==> src/cdpo_regs.svh <==
`ifndef CDPO_REGS_SVH
`define CDPO_REGS_SVH
// Register indices; the byte address on the bus is four times the index.
`define CDPO_DIV0_COUNTS        10'h190
`define CDPO_DIV0_PHASE_BYPASS  10'h191
`define CDPO_DIV0_FIX_CTRL      10'h192
`define CDPO_DIV1_COUNTS        10'h193
`define CDPO_DIV1_PHASE_BYPASS  10'h194
`define CDPO_DIV1_FIX_CTRL      10'h195
`define CDPO_DIV2_COUNTS        10'h196
`define CDPO_DIV2_PHASE_BYPASS  10'h197
`define CDPO_DIV2_FIX_CTRL      10'h198
`define CDPO_DIV3_STAGE1_COUNTS 10'h199
`define CDPO_DIV3_STAGE2_COUNTS 10'h19B
`define CDPO_DIV3_BYPASS_CTRL   10'h19C
`define CDPO_DIV3_CORR_CTRL     10'h19D
`define CDPO_DIV4_STAGE1_COUNTS 10'h19E
`define CDPO_DIV4_STAGE2_COUNTS 10'h1A0
`define CDPO_DIV4_BYPASS_CTRL   10'h1A1
`define CDPO_DIV4_CORR_CTRL     10'h1A2
`define CDPO_OUTB_CTRL          10'h1A3
`define CDPO_STATUS             10'h1A4
// Field positions.
`define CDPO_LOW_MSB            7
`define CDPO_LOW_LSB            4
`define CDPO_HIGH_MSB           3
`define CDPO_HIGH_LSB           0
`define CDPO_SINGLE_BYP_BIT     7
`define CDPO_START_HIGH_BIT     4
`define CDPO_OFFSET_MSB         3
`define CDPO_S1_BYP_BIT         4
`define CDPO_S2_BYP_BIT         5
`define CDPO_FIX_DIS_BIT        0
// Reset value and arithmetic constants.
`define CDPO_CFG_RST            8'h00
`define CDPO_START_HIGH_WEIGHT  6'h10
`define CDPO_COUNT_BIAS         6'h02
`endif

==> src/cdpo_pkg.sv <==
package cdpo_pkg;
   typedef struct packed {
      logic [10:0] ratio;
      logic [11:0] hi_half;
      logic [5:0]  delay;
   } cdpo_ch_t;
   typedef enum logic [1:0] {
      CDPO_HOLD,
      CDPO_DELAY,
      CDPO_RUN
   } cdpo_state_t;
endpackage : cdpo_pkg

==> src/cdpo_channel_divider.sv <==
// Behaviour
// Single-stage dividers delay output rising edge by programmed input-cycle count.
// Offset code is start-high flag (weight 16) plus four-bit offset.
// Code up to 15 gives exactly that many cycles of delay.
// Code 16 or more delays code minus 16 plus low count plus one.
// New phase offset applies only after a synchronization; software must issue one.
// Dividers 0-2 keep start-high at bit 4, offset at bits 3:0.
// Dividers 3 and 4 cascade two 2-to-32 stages, product up to 1024.
// Bypassed stage counts as one; both bypassed passes the input.
// Low count bits 7:4, high bits 3:0, stored minus one; ratio sum plus two.
// Stage bypasses at bits 4 and 5; shared correction-disable at bit 0.
// Duty correction on by default; correction-disable bit turns it off.
// Software uses first stage alone, never second stage with first bypassed.
// Software sets equal counts for even ratio, low one more for odd.
// Software makes a lone bypassed or even-ratio stage the second one.
// Correction off: high time is last active stage high count plus one.
// Dividers 3 and 4 outputs split into A and B; B off after reset.
// Correction on with proper counts gives 50% duty cycle.
// Delay count starts at synchronization release, keeping relative offsets.
//
// The APB register port is this design's own decision.
`timescale 1ns/1ps
`include "cdpo_regs.svh"

module cdpo_channel_divider #(
   parameter int NCH = 5
) (
   // Clock and reset
   input  wire logic              core_clk_in,
   input  wire logic              rst_n_in,
   // APB slave
   input  wire logic [11:0]       paddr_in,
   input  wire logic              psel_in,
   input  wire logic              penable_in,
   input  wire logic              pwrite_in,
   input  wire logic [31:0]       pwdata_in,
   output logic      [31:0]       prdata_out,
   output logic                   pready_out,
   output logic                   pslverr_out,
   // Output synchronization pin, active low
   input  wire logic              sync_n_in,
   // Channel outputs, two half-cycle samples per core clock
   output logic [NCH-1:0][1:0]    ch_out,
   output logic [1:0][1:0]        ch_b_out
);

   localparam int NREG = 20;

   logic [7:0]                    cfg_r [NREG];
   logic [31:0]                   prdata_r;
   logic                          sync_m_r;
   logic                          sync_s_r;
   cdpo_pkg::cdpo_state_t         st_r [NCH];
   logic [11:0]                   pos_r [NCH];
   logic [5:0]                    dly_r [NCH];
   logic [NCH-1:0][1:0]           out_r;
   logic [1:0][1:0]               outb_r;
   cdpo_pkg::cdpo_ch_t            calc [NCH];

   wire  [9:0]                    idx      = paddr_in[11:2];
   wire  [9:0]                    rel      = idx - `CDPO_DIV0_COUNTS;
   wire                           aligned  = paddr_in[1:0] == 2'h0;
   wire                           in_range = (idx >= `CDPO_DIV0_COUNTS) && (idx <= `CDPO_STATUS);
   wire                           hole     = (idx == 10'h19A) || (idx == 10'h19F);
   wire                           mapped   = aligned && in_range && !hole;
   wire                           setup    = psel_in && !penable_in;
   wire                           wr_ok    = psel_in && penable_in && pwrite_in && mapped && (idx != `CDPO_STATUS);

   // Ratio, high time and phase delay of one channel from its register bytes.
   function automatic cdpo_pkg::cdpo_ch_t ch_calc(
      input logic [7:0] cnt1,
      input logic [7:0] cnt2,
      input logic [7:0] phs,
      input logic       byp1,
      input logic       byp2,
      input logic       fix_dis,
      input logic       has_phase
   );
      cdpo_pkg::cdpo_ch_t c;
      logic [5:0]  r1;
      logic [5:0]  r2;
      logic [5:0]  code;
      logic [11:0] hi_last;
      c = '0;
      r1 = byp1 ? 6'h01 : 6'(cnt1[`CDPO_LOW_MSB:`CDPO_LOW_LSB]) + 6'(cnt1[`CDPO_HIGH_MSB:`CDPO_HIGH_LSB])
                          + `CDPO_COUNT_BIAS;
      r2 = byp2 ? 6'h01 : 6'(cnt2[`CDPO_LOW_MSB:`CDPO_LOW_LSB]) + 6'(cnt2[`CDPO_HIGH_MSB:`CDPO_HIGH_LSB])
                          + `CDPO_COUNT_BIAS;
      c.ratio = 11'(r1 * r2);
      // Half-cycle units let a corrected odd ratio reach exactly 50%.
      if (byp2) begin
         hi_last = 12'({cnt1[`CDPO_HIGH_MSB:`CDPO_HIGH_LSB], 1'b0}) + 12'h002;
      end else begin
         hi_last = 12'(({cnt2[`CDPO_HIGH_MSB:`CDPO_HIGH_LSB], 1'b0} + 6'h02) * r1);
      end
      if (c.ratio == 11'h001) begin
         c.hi_half = 12'h001;
      end else if (!fix_dis) begin
         c.hi_half = 12'(c.ratio);
      end else begin
         c.hi_half = hi_last;
      end
      code = {1'b0, phs[`CDPO_START_HIGH_BIT], phs[`CDPO_OFFSET_MSB:0]};
      if (!has_phase) begin
         c.delay = 6'h00;
      end else if (code < `CDPO_START_HIGH_WEIGHT) begin
         c.delay = code;
      end else begin
         c.delay = code - `CDPO_START_HIGH_WEIGHT + 6'(cnt1[`CDPO_LOW_MSB:`CDPO_LOW_LSB]) + 6'h01;
      end
      return c;
   endfunction : ch_calc

   function automatic logic [7:0] rg(input logic [9:0] i);
      logic [9:0] k;
      k = i - `CDPO_DIV0_COUNTS;
      return cfg_r[k[4:0]];
   endfunction : rg

   // A function result cannot be bit-selected directly, so each byte that is bit-selected gets a named wire first.
   for (genvar g = 0; g < 3; g++) begin : g_single
      wire [7:0] phs_byte = rg(`CDPO_DIV0_PHASE_BYPASS + 10'(3 * g));
      wire [7:0] fix_byte = rg(`CDPO_DIV0_FIX_CTRL + 10'(3 * g));
      assign calc[g] = ch_calc(rg(`CDPO_DIV0_COUNTS + 10'(3 * g)), 8'h00, phs_byte,
                               phs_byte[`CDPO_SINGLE_BYP_BIT], 1'b1,
                               fix_byte[`CDPO_FIX_DIS_BIT], 1'b1);
   end
   for (genvar g = 0; g < 2; g++) begin : g_cascade
      wire [7:0] byp_byte = rg(`CDPO_DIV3_BYPASS_CTRL + 10'(5 * g));
      wire [7:0] fix_byte = rg(`CDPO_DIV3_CORR_CTRL + 10'(5 * g));
      assign calc[3 + g] = ch_calc(rg(`CDPO_DIV3_STAGE1_COUNTS + 10'(5 * g)),
                                   rg(`CDPO_DIV3_STAGE2_COUNTS + 10'(5 * g)), 8'h00,
                                   byp_byte[`CDPO_S1_BYP_BIT],
                                   byp_byte[`CDPO_S2_BYP_BIT],
                                   fix_byte[`CDPO_FIX_DIS_BIT], 1'b0);
   end

   wire  [NCH-1:0]                running;
   for (genvar g = 0; g < NCH; g++) begin : g_run
      assign running[g] = st_r[g] == cdpo_pkg::CDPO_RUN;
   end

   wire  [7:0]                    rd_byte = (idx == `CDPO_STATUS) ? {3'h0, running} : cfg_r[rel[4:0]];

   // APB: zero wait states, read data captured in the setup cycle.
   assign pready_out  = 1'b1;
   assign pslverr_out = psel_in && penable_in && !mapped;
   assign prdata_out  = prdata_r;

   always_ff @(posedge core_clk_in) begin
      if (!rst_n_in) begin
         prdata_r <= 32'h0000_0000;
      end else if (setup && !pwrite_in) begin
         prdata_r <= mapped ? {24'h00_0000, rd_byte} : 32'h0000_0000;
      end
   end

   always_ff @(posedge core_clk_in) begin
      if (!rst_n_in) begin
         for (int i = 0; i < NREG; i++) begin
            cfg_r[i] <= `CDPO_CFG_RST;
         end
      end else if (wr_ok) begin
         cfg_r[rel[4:0]] <= pwdata_in[7:0];
      end
   end

   // The pin is asynchronous; the first stage feeds only the second.
   always_ff @(posedge core_clk_in) begin
      if (!rst_n_in) begin
         sync_m_r <= 1'b0;
         sync_s_r <= 1'b0;
      end else begin
         sync_m_r <= sync_n_in;
         sync_s_r <= sync_m_r;
      end
   end

   // Reset acts as a synchronization, so outputs align at power-up.
   for (genvar g = 0; g < NCH; g++) begin : g_ch
      wire [11:0] period = {calc[g].ratio, 1'b0};
      wire [11:0] pos_nx = (pos_r[g] + 12'h002 >= period) ? 12'h000 : pos_r[g] + 12'h002;
      wire [1:0]  halves = {(pos_r[g] + 12'h001) < calc[g].hi_half, pos_r[g] < calc[g].hi_half};

      always_ff @(posedge core_clk_in) begin
         if (!rst_n_in) begin
            st_r[g]  <= cdpo_pkg::CDPO_HOLD;
            pos_r[g] <= 12'h000;
            dly_r[g] <= 6'h00;
            out_r[g] <= 2'h0;
         end else begin
            case (st_r[g])
               cdpo_pkg::CDPO_HOLD: begin
                  pos_r[g] <= 12'h000;
                  out_r[g] <= 2'h0;
                  dly_r[g] <= calc[g].delay;
                  if (sync_s_r) begin
                     st_r[g] <= (calc[g].delay == 6'h00) ? cdpo_pkg::CDPO_RUN : cdpo_pkg::CDPO_DELAY;
                  end
               end
               cdpo_pkg::CDPO_DELAY: begin
                  out_r[g] <= 2'h0;
                  dly_r[g] <= dly_r[g] - 6'h01;
                  if (!sync_s_r) begin
                     st_r[g] <= cdpo_pkg::CDPO_HOLD;
                  end else if (dly_r[g] == 6'h01) begin
                     st_r[g] <= cdpo_pkg::CDPO_RUN;
                  end
               end
               cdpo_pkg::CDPO_RUN: begin
                  // Offsets latched at release stay until the next synchronization.
                  if (!sync_s_r) begin
                     st_r[g]  <= cdpo_pkg::CDPO_HOLD;
                     out_r[g] <= 2'h0;
                  end else begin
                     out_r[g] <= halves;
                     pos_r[g] <= pos_nx;
                  end
               end
               default: begin
                  st_r[g] <= cdpo_pkg::CDPO_HOLD;
               end
            endcase
         end
      end
   end

   wire  [7:0]                    outb_en = rg(`CDPO_OUTB_CTRL);

   always_ff @(posedge core_clk_in) begin
      if (!rst_n_in) begin
         outb_r <= '0;
      end else begin
         for (int i = 0; i < 2; i++) begin
            outb_r[i] <= outb_en[i] ? out_r[3 + i] : 2'h0;
         end
      end
   end

   assign ch_out   = out_r;
   assign ch_b_out = outb_r;

endmodule : cdpo_channel_divider

==> config.mk <==
export PLATFORM = sky130hd
export DESIGN_NAME = cdpo_channel_divider
export DESIGN_NICKNAME = d
export VERILOG_FILES = /design/src/cdpo_pkg.sv /design/src/cdpo_channel_divider.sv
export VERILOG_INCLUDE_DIRS = /design/src
export SDC_FILE = /design/constraint.sdc
export NUM_CORES = 1
export LEC_CHECK = 0
export CORE_MARGIN = 1.5
export CORE_UTILIZATION = 46
export CTS_BUF_LIST = sky130_fd_sc_hd__clkbuf_8
export DETAILED_ROUTE_END_ITERATION = 12
export DONT_BUFFER_PORTS = 1
export SYNTH_ARGS = -nofsm -noshare
export SYNTH_HDL_FRONTEND = slang
export SYNTH_SLANG_ARGS = --single-unit
==> constraint.sdc <==
create_clock -name core_clk_in -period 7.4 [get_ports core_clk_in]
set_input_delay 0.37 -clock core_clk_in [delete_from_list [all_inputs] [get_ports core_clk_in]]
set_output_delay 0.37 -clock core_clk_in [all_outputs]
set_load 0.1 [all_outputs]
==> impl_metrics.env <==
export IMPL_status="complete, no violations"
export IMPL_finalCriticalPeriod_ns=7.02
export IMPL_drt_wl_total_mm=58.2
export IMPL_finalNonFillerCells=3077
export IMPL_r2r_cells=25
export IMPL_die_area_sq_mm=0.0546
export IMPL_fin_crit_sh_pct=94.9
export IMPL_hp_class="primary input to flop"
export IMPL_synth_cell_area_sq_mm=0.0245
export IMPL_final_antenna_net_count=0
export IMPL_synthTopCellsByArea="edfxtp_1 40%, ha_1 12%, mux4_2 6.0%, fa_1 5.6%, and2_1 4.0%"
export IMPL_worstHoldStart="pwdata_in[2]"
export IMPL_synth_seq_area_share_pct=41.8
export IMPL_portBuffers=0
export IMPL_cts_setup_buffers=0
export IMPL_critPathLaunchType="flop"
export IMPL_grt_max_degree=73
export IMPL_worst_path_max_fanout=12
export IMPL_post_route_cell_area_sq_mm=0.0268
export IMPL_yosys_warnings=0
export IMPL_vdd_drop_max_uv=153
export IMPL_dp_cells=2948
export IMPL_core_rowCount=84
export IMPL_die_width_um=234
export IMPL_cts_root_buf="clkbuf_8"
export IMPL_synth_cell_types=81
export IMPL_wl_per_cell_um=18.9
export IMPL_endpoint_kind="flop"
export IMPL_yosysTopAreaCell="edfxtp_1"
export IMPL_path_clk_slew_ns=0.06
export IMPL_htree_levels=2
export IMPL_finalSetupViolations=0
export IMPL_fillerInstances=4726
export IMPL_drc_errors=0
export IMPL_detail_route_iter0_violations=1138
export IMPL_hold_slack_ns=0.0519
export IMPL_cts_made_buffers=59
export IMPL_slew_headroom_pct=14.5
export IMPL_maxCapViolations=0
export IMPL_hpwl_mm=42.3
export IMPL_place_gp_congestion=0.896
export IMPL_worst_slew_pin_slew_ns=1.27
export IMPL_overflow=0
export IMPL_grt_first_pass_wirelength_mm=91.2
export IMPL_synth_top_area_share_pct=39.8
export IMPL_synth_top_flop_cell="edfxtp_1"
export IMPL_synth_edf_count=325
export IMPL_antenna_found_initial=3
export IMPL_worstPathRequired_ns=7.95
export IMPL_syn2layout_area_growth_pct=9.58
export IMPL_hold_depth=1
export IMPL_synthCells=2198
export IMPL_avgViaCountPerCell=5.40
export IMPL_grt_pass1_vias=16600
export IMPL_fmax_mhz=142
export IMPL_drive_gt1_share_pct=8.21
export IMPL_synthArstFlopShare_pct=0
export IMPL_cts_num_sinks=349
export IMPL_leakage_nw=11.1
export IMPL_clk_path_buf_depth=3
export IMPL_cpPeakStageDelay_ns=0.57
export IMPL_power_density_mw_per_mm2=195
export IMPL_slew_viol_final=0
export IMPL_grt_use_total_pct=21.6
export IMPL_r2r_slack_ns=0.38
export IMPL_synthTopCellsByCount="325 x edfxtp_1, 237 x ha_1, 185 x inv_1"
export IMPL_rr_startpoint="cfg_r[14][2]$_SDFFCE_PN0P_"
export IMPL_synth_seq_cells=349
export IMPL_rsz0062_at_grt="false"
export IMPL_cts_tree="built"
export IMPL_slowest_stage="fa_1"
export IMPL_clock_latency_ns=0.67
export IMPL_nNetsFinal=2695
export IMPL_num_io_pins=98
export IMPL_syn_area_per_cell_sq_um=11.1
export IMPL_dpl_cell_area_sq_mm=0.0255
export IMPL_start_util_pct=46.6
export IMPL_fin_tns_setup_ns=0
export IMPL_hold_viol=0
export IMPL_reg2reg_to="ch_out[8]$_SDFF_PN0_"
export IMPL_cp_startpoint="cfg_r[14][2]$_SDFFCE_PN0P_"
export IMPL_fp_dieH_um=234
export IMPL_yosys_cell_count_top_type="edfxtp_1"
export IMPL_min_to="cfg_r[26][2]$_DFFE_PP_"
export IMPL_core_area_sq_mm=0.0526
export IMPL_num_vias=16600
export IMPL_drtPass1Iterations=5
export IMPL_fin_skew_ns=0.0515
export IMPL_arrival_ns=7.57
export IMPL_path_class="flop to flop"
[sequential cells by signal (all words and copies together), names as in the netlist]
| name | cells |
|---|---|
| dly_r | 18 |
| st_r | 8 |
| ch_b_out | 4 |
| sync_s_r | 1 |
| prdata_out | 8 |
| pos_r | 55 |
| cfg_r | 244 |
| ch_out | 10 |
| sync_m_r | 1 |
[worst max-delay path by stage]
stage | endpoint | slack, ns
6_report | ch_out[8]$_SDFF_PN0_ | 0.38
5_1_grt | ch_out[8]$_SDFF_PN0_ | 0.03
4_1_cts | ch_out[8]$_SDFF_PN0_ | 0.31
3_5_place_dp | ch_out[8]$_SDFF_PN0_ | 0.33
3_3_place_gp | ch_out[8]$_SDFF_PN0_ | 0.54
2_1_floorplan | ch_out[6]$_SDFF_PN0_ | 1.33
[through the flow]
stage	worst slack (ns)	total power, mW	utilization (%)
2_1_floorplan	1.33	3.38	-
3_3_place_gp	0.538	3.59	48.5
3_5_place_dp	0.335	3.63	48.5
4_1_cts	0.314	5.28	51.1
5_1_grt	0.0312	5.53	51.1
6_report	0.379	5.23	51.1
[cell families after synthesis]
| logic type | Yosys count | synth area share (%) |
|---|---|---|
| AND/OR/NAND/NOR | 751 | 16.4 |
| adder cells (fa/ha/maj) | 305 | 17.7 |
| AO/OA/AOI/OAI | 307 | 7.73 |
| buffers and inverters | 279 | 4.92 |
| flip-flops | 349 | 41.8 |
| other | 2 | 0.0307 |
| multiplexers | 90 | 7.27 |
| XOR/XNOR | 115 | 4.14 |
[layer usage]
| metal | part of all wire, % | track usage, % | vias to the layer above |
|---|---|---|---|
| met5 | 0 | 0 | - |
| met4 | 2.5 | 6.57 | 0 |
| met2 | 46 | 34.1 | 357 |
| met1 | 46 | 30.2 | 8184 |
| li1 | - | - | 8001 |
| met3 | 5.5 | 4.07 | 84 |
[worst max-delay path: cells and delay by family (launching register included)]
kind,cells,cell delay (ns)
AOI/OAI and AO/OA,11,1.93
and+or+nand+nor,4,1.09
buffers and inverters,1,0.04
adders and majority gates,7,2.87
DFF,1,0.51
xor gates and xnor gates,2,0.51
[cells in the final DEF (no fill, tap or decap), types with 5 or more instances in the layout]
cell type,synthesis,final
nor2b_1,70,69
ha_1,237,237
o211ai_1,15,15
a211oi_1,12,12
edfxtp_1,325,325
a21oi_1,62,62
a31oi_1,6,6
nor4b_1,7,7
clkinv_1,1,9
and3_1,12,12
nand3b_1,12,12
nor2_1,146,146
and2_1,155,155
fa_1,68,68
dlygate4sd3_1,0,11
xnor2_1,72,72
nand2b_1,46,46
nand3_1,62,62
nor3_1,23,23
o22ai_1,22,22
o21ai_1,4,5
o21ai_0,102,101
mux4_2,65,65
nand4_1,18,18
clkbuf_8,0,63
or2_2,11,11
buf_12,0,8
xor2_1,42,42
conb_1,2,140
o31ai_1,5,5
nand2_1,137,137
inv_1,185,215
and4_1,7,7
buf_4,34,17
a21o_1,39,39
or3_1,9,9
dfxtp_1,24,24
mux2i_1,20,20
[cell type report]
cell class                      instances  area, sq um  area share [%]
Multi-Input combinational cell       1708        13600            50.6
Sequential cell                       349        10200            38.2
Clock buffer                           63          867            3.23
Tap cell                              688          861            3.21
Inverter                              186          698            2.60
Timing Repair Buffer                   36          398            1.48
Clock inverter                         46          205           0.764
Antenna cell                            1         2.50         0.00932
[power breakdown]
group | switching (mW) | leakage (nW) | total (mW) | internal (mW)
sequential | 0.116 | 3.45 | 2.42 | 2.30
clock | 0.805 | 0.649 | 1.59 | 0.784
combinational | 0.710 | 7.05 | 1.23 | 0.516
[what timing repair did]
item                                   4_1_cts  5_1_grt
hold buffers                                19        0
gates resized for setup                      0        1
endpoints found under the hold margin      248        0
setup endpoints to repair                    0        1
(Power assumes the default switching activity.)
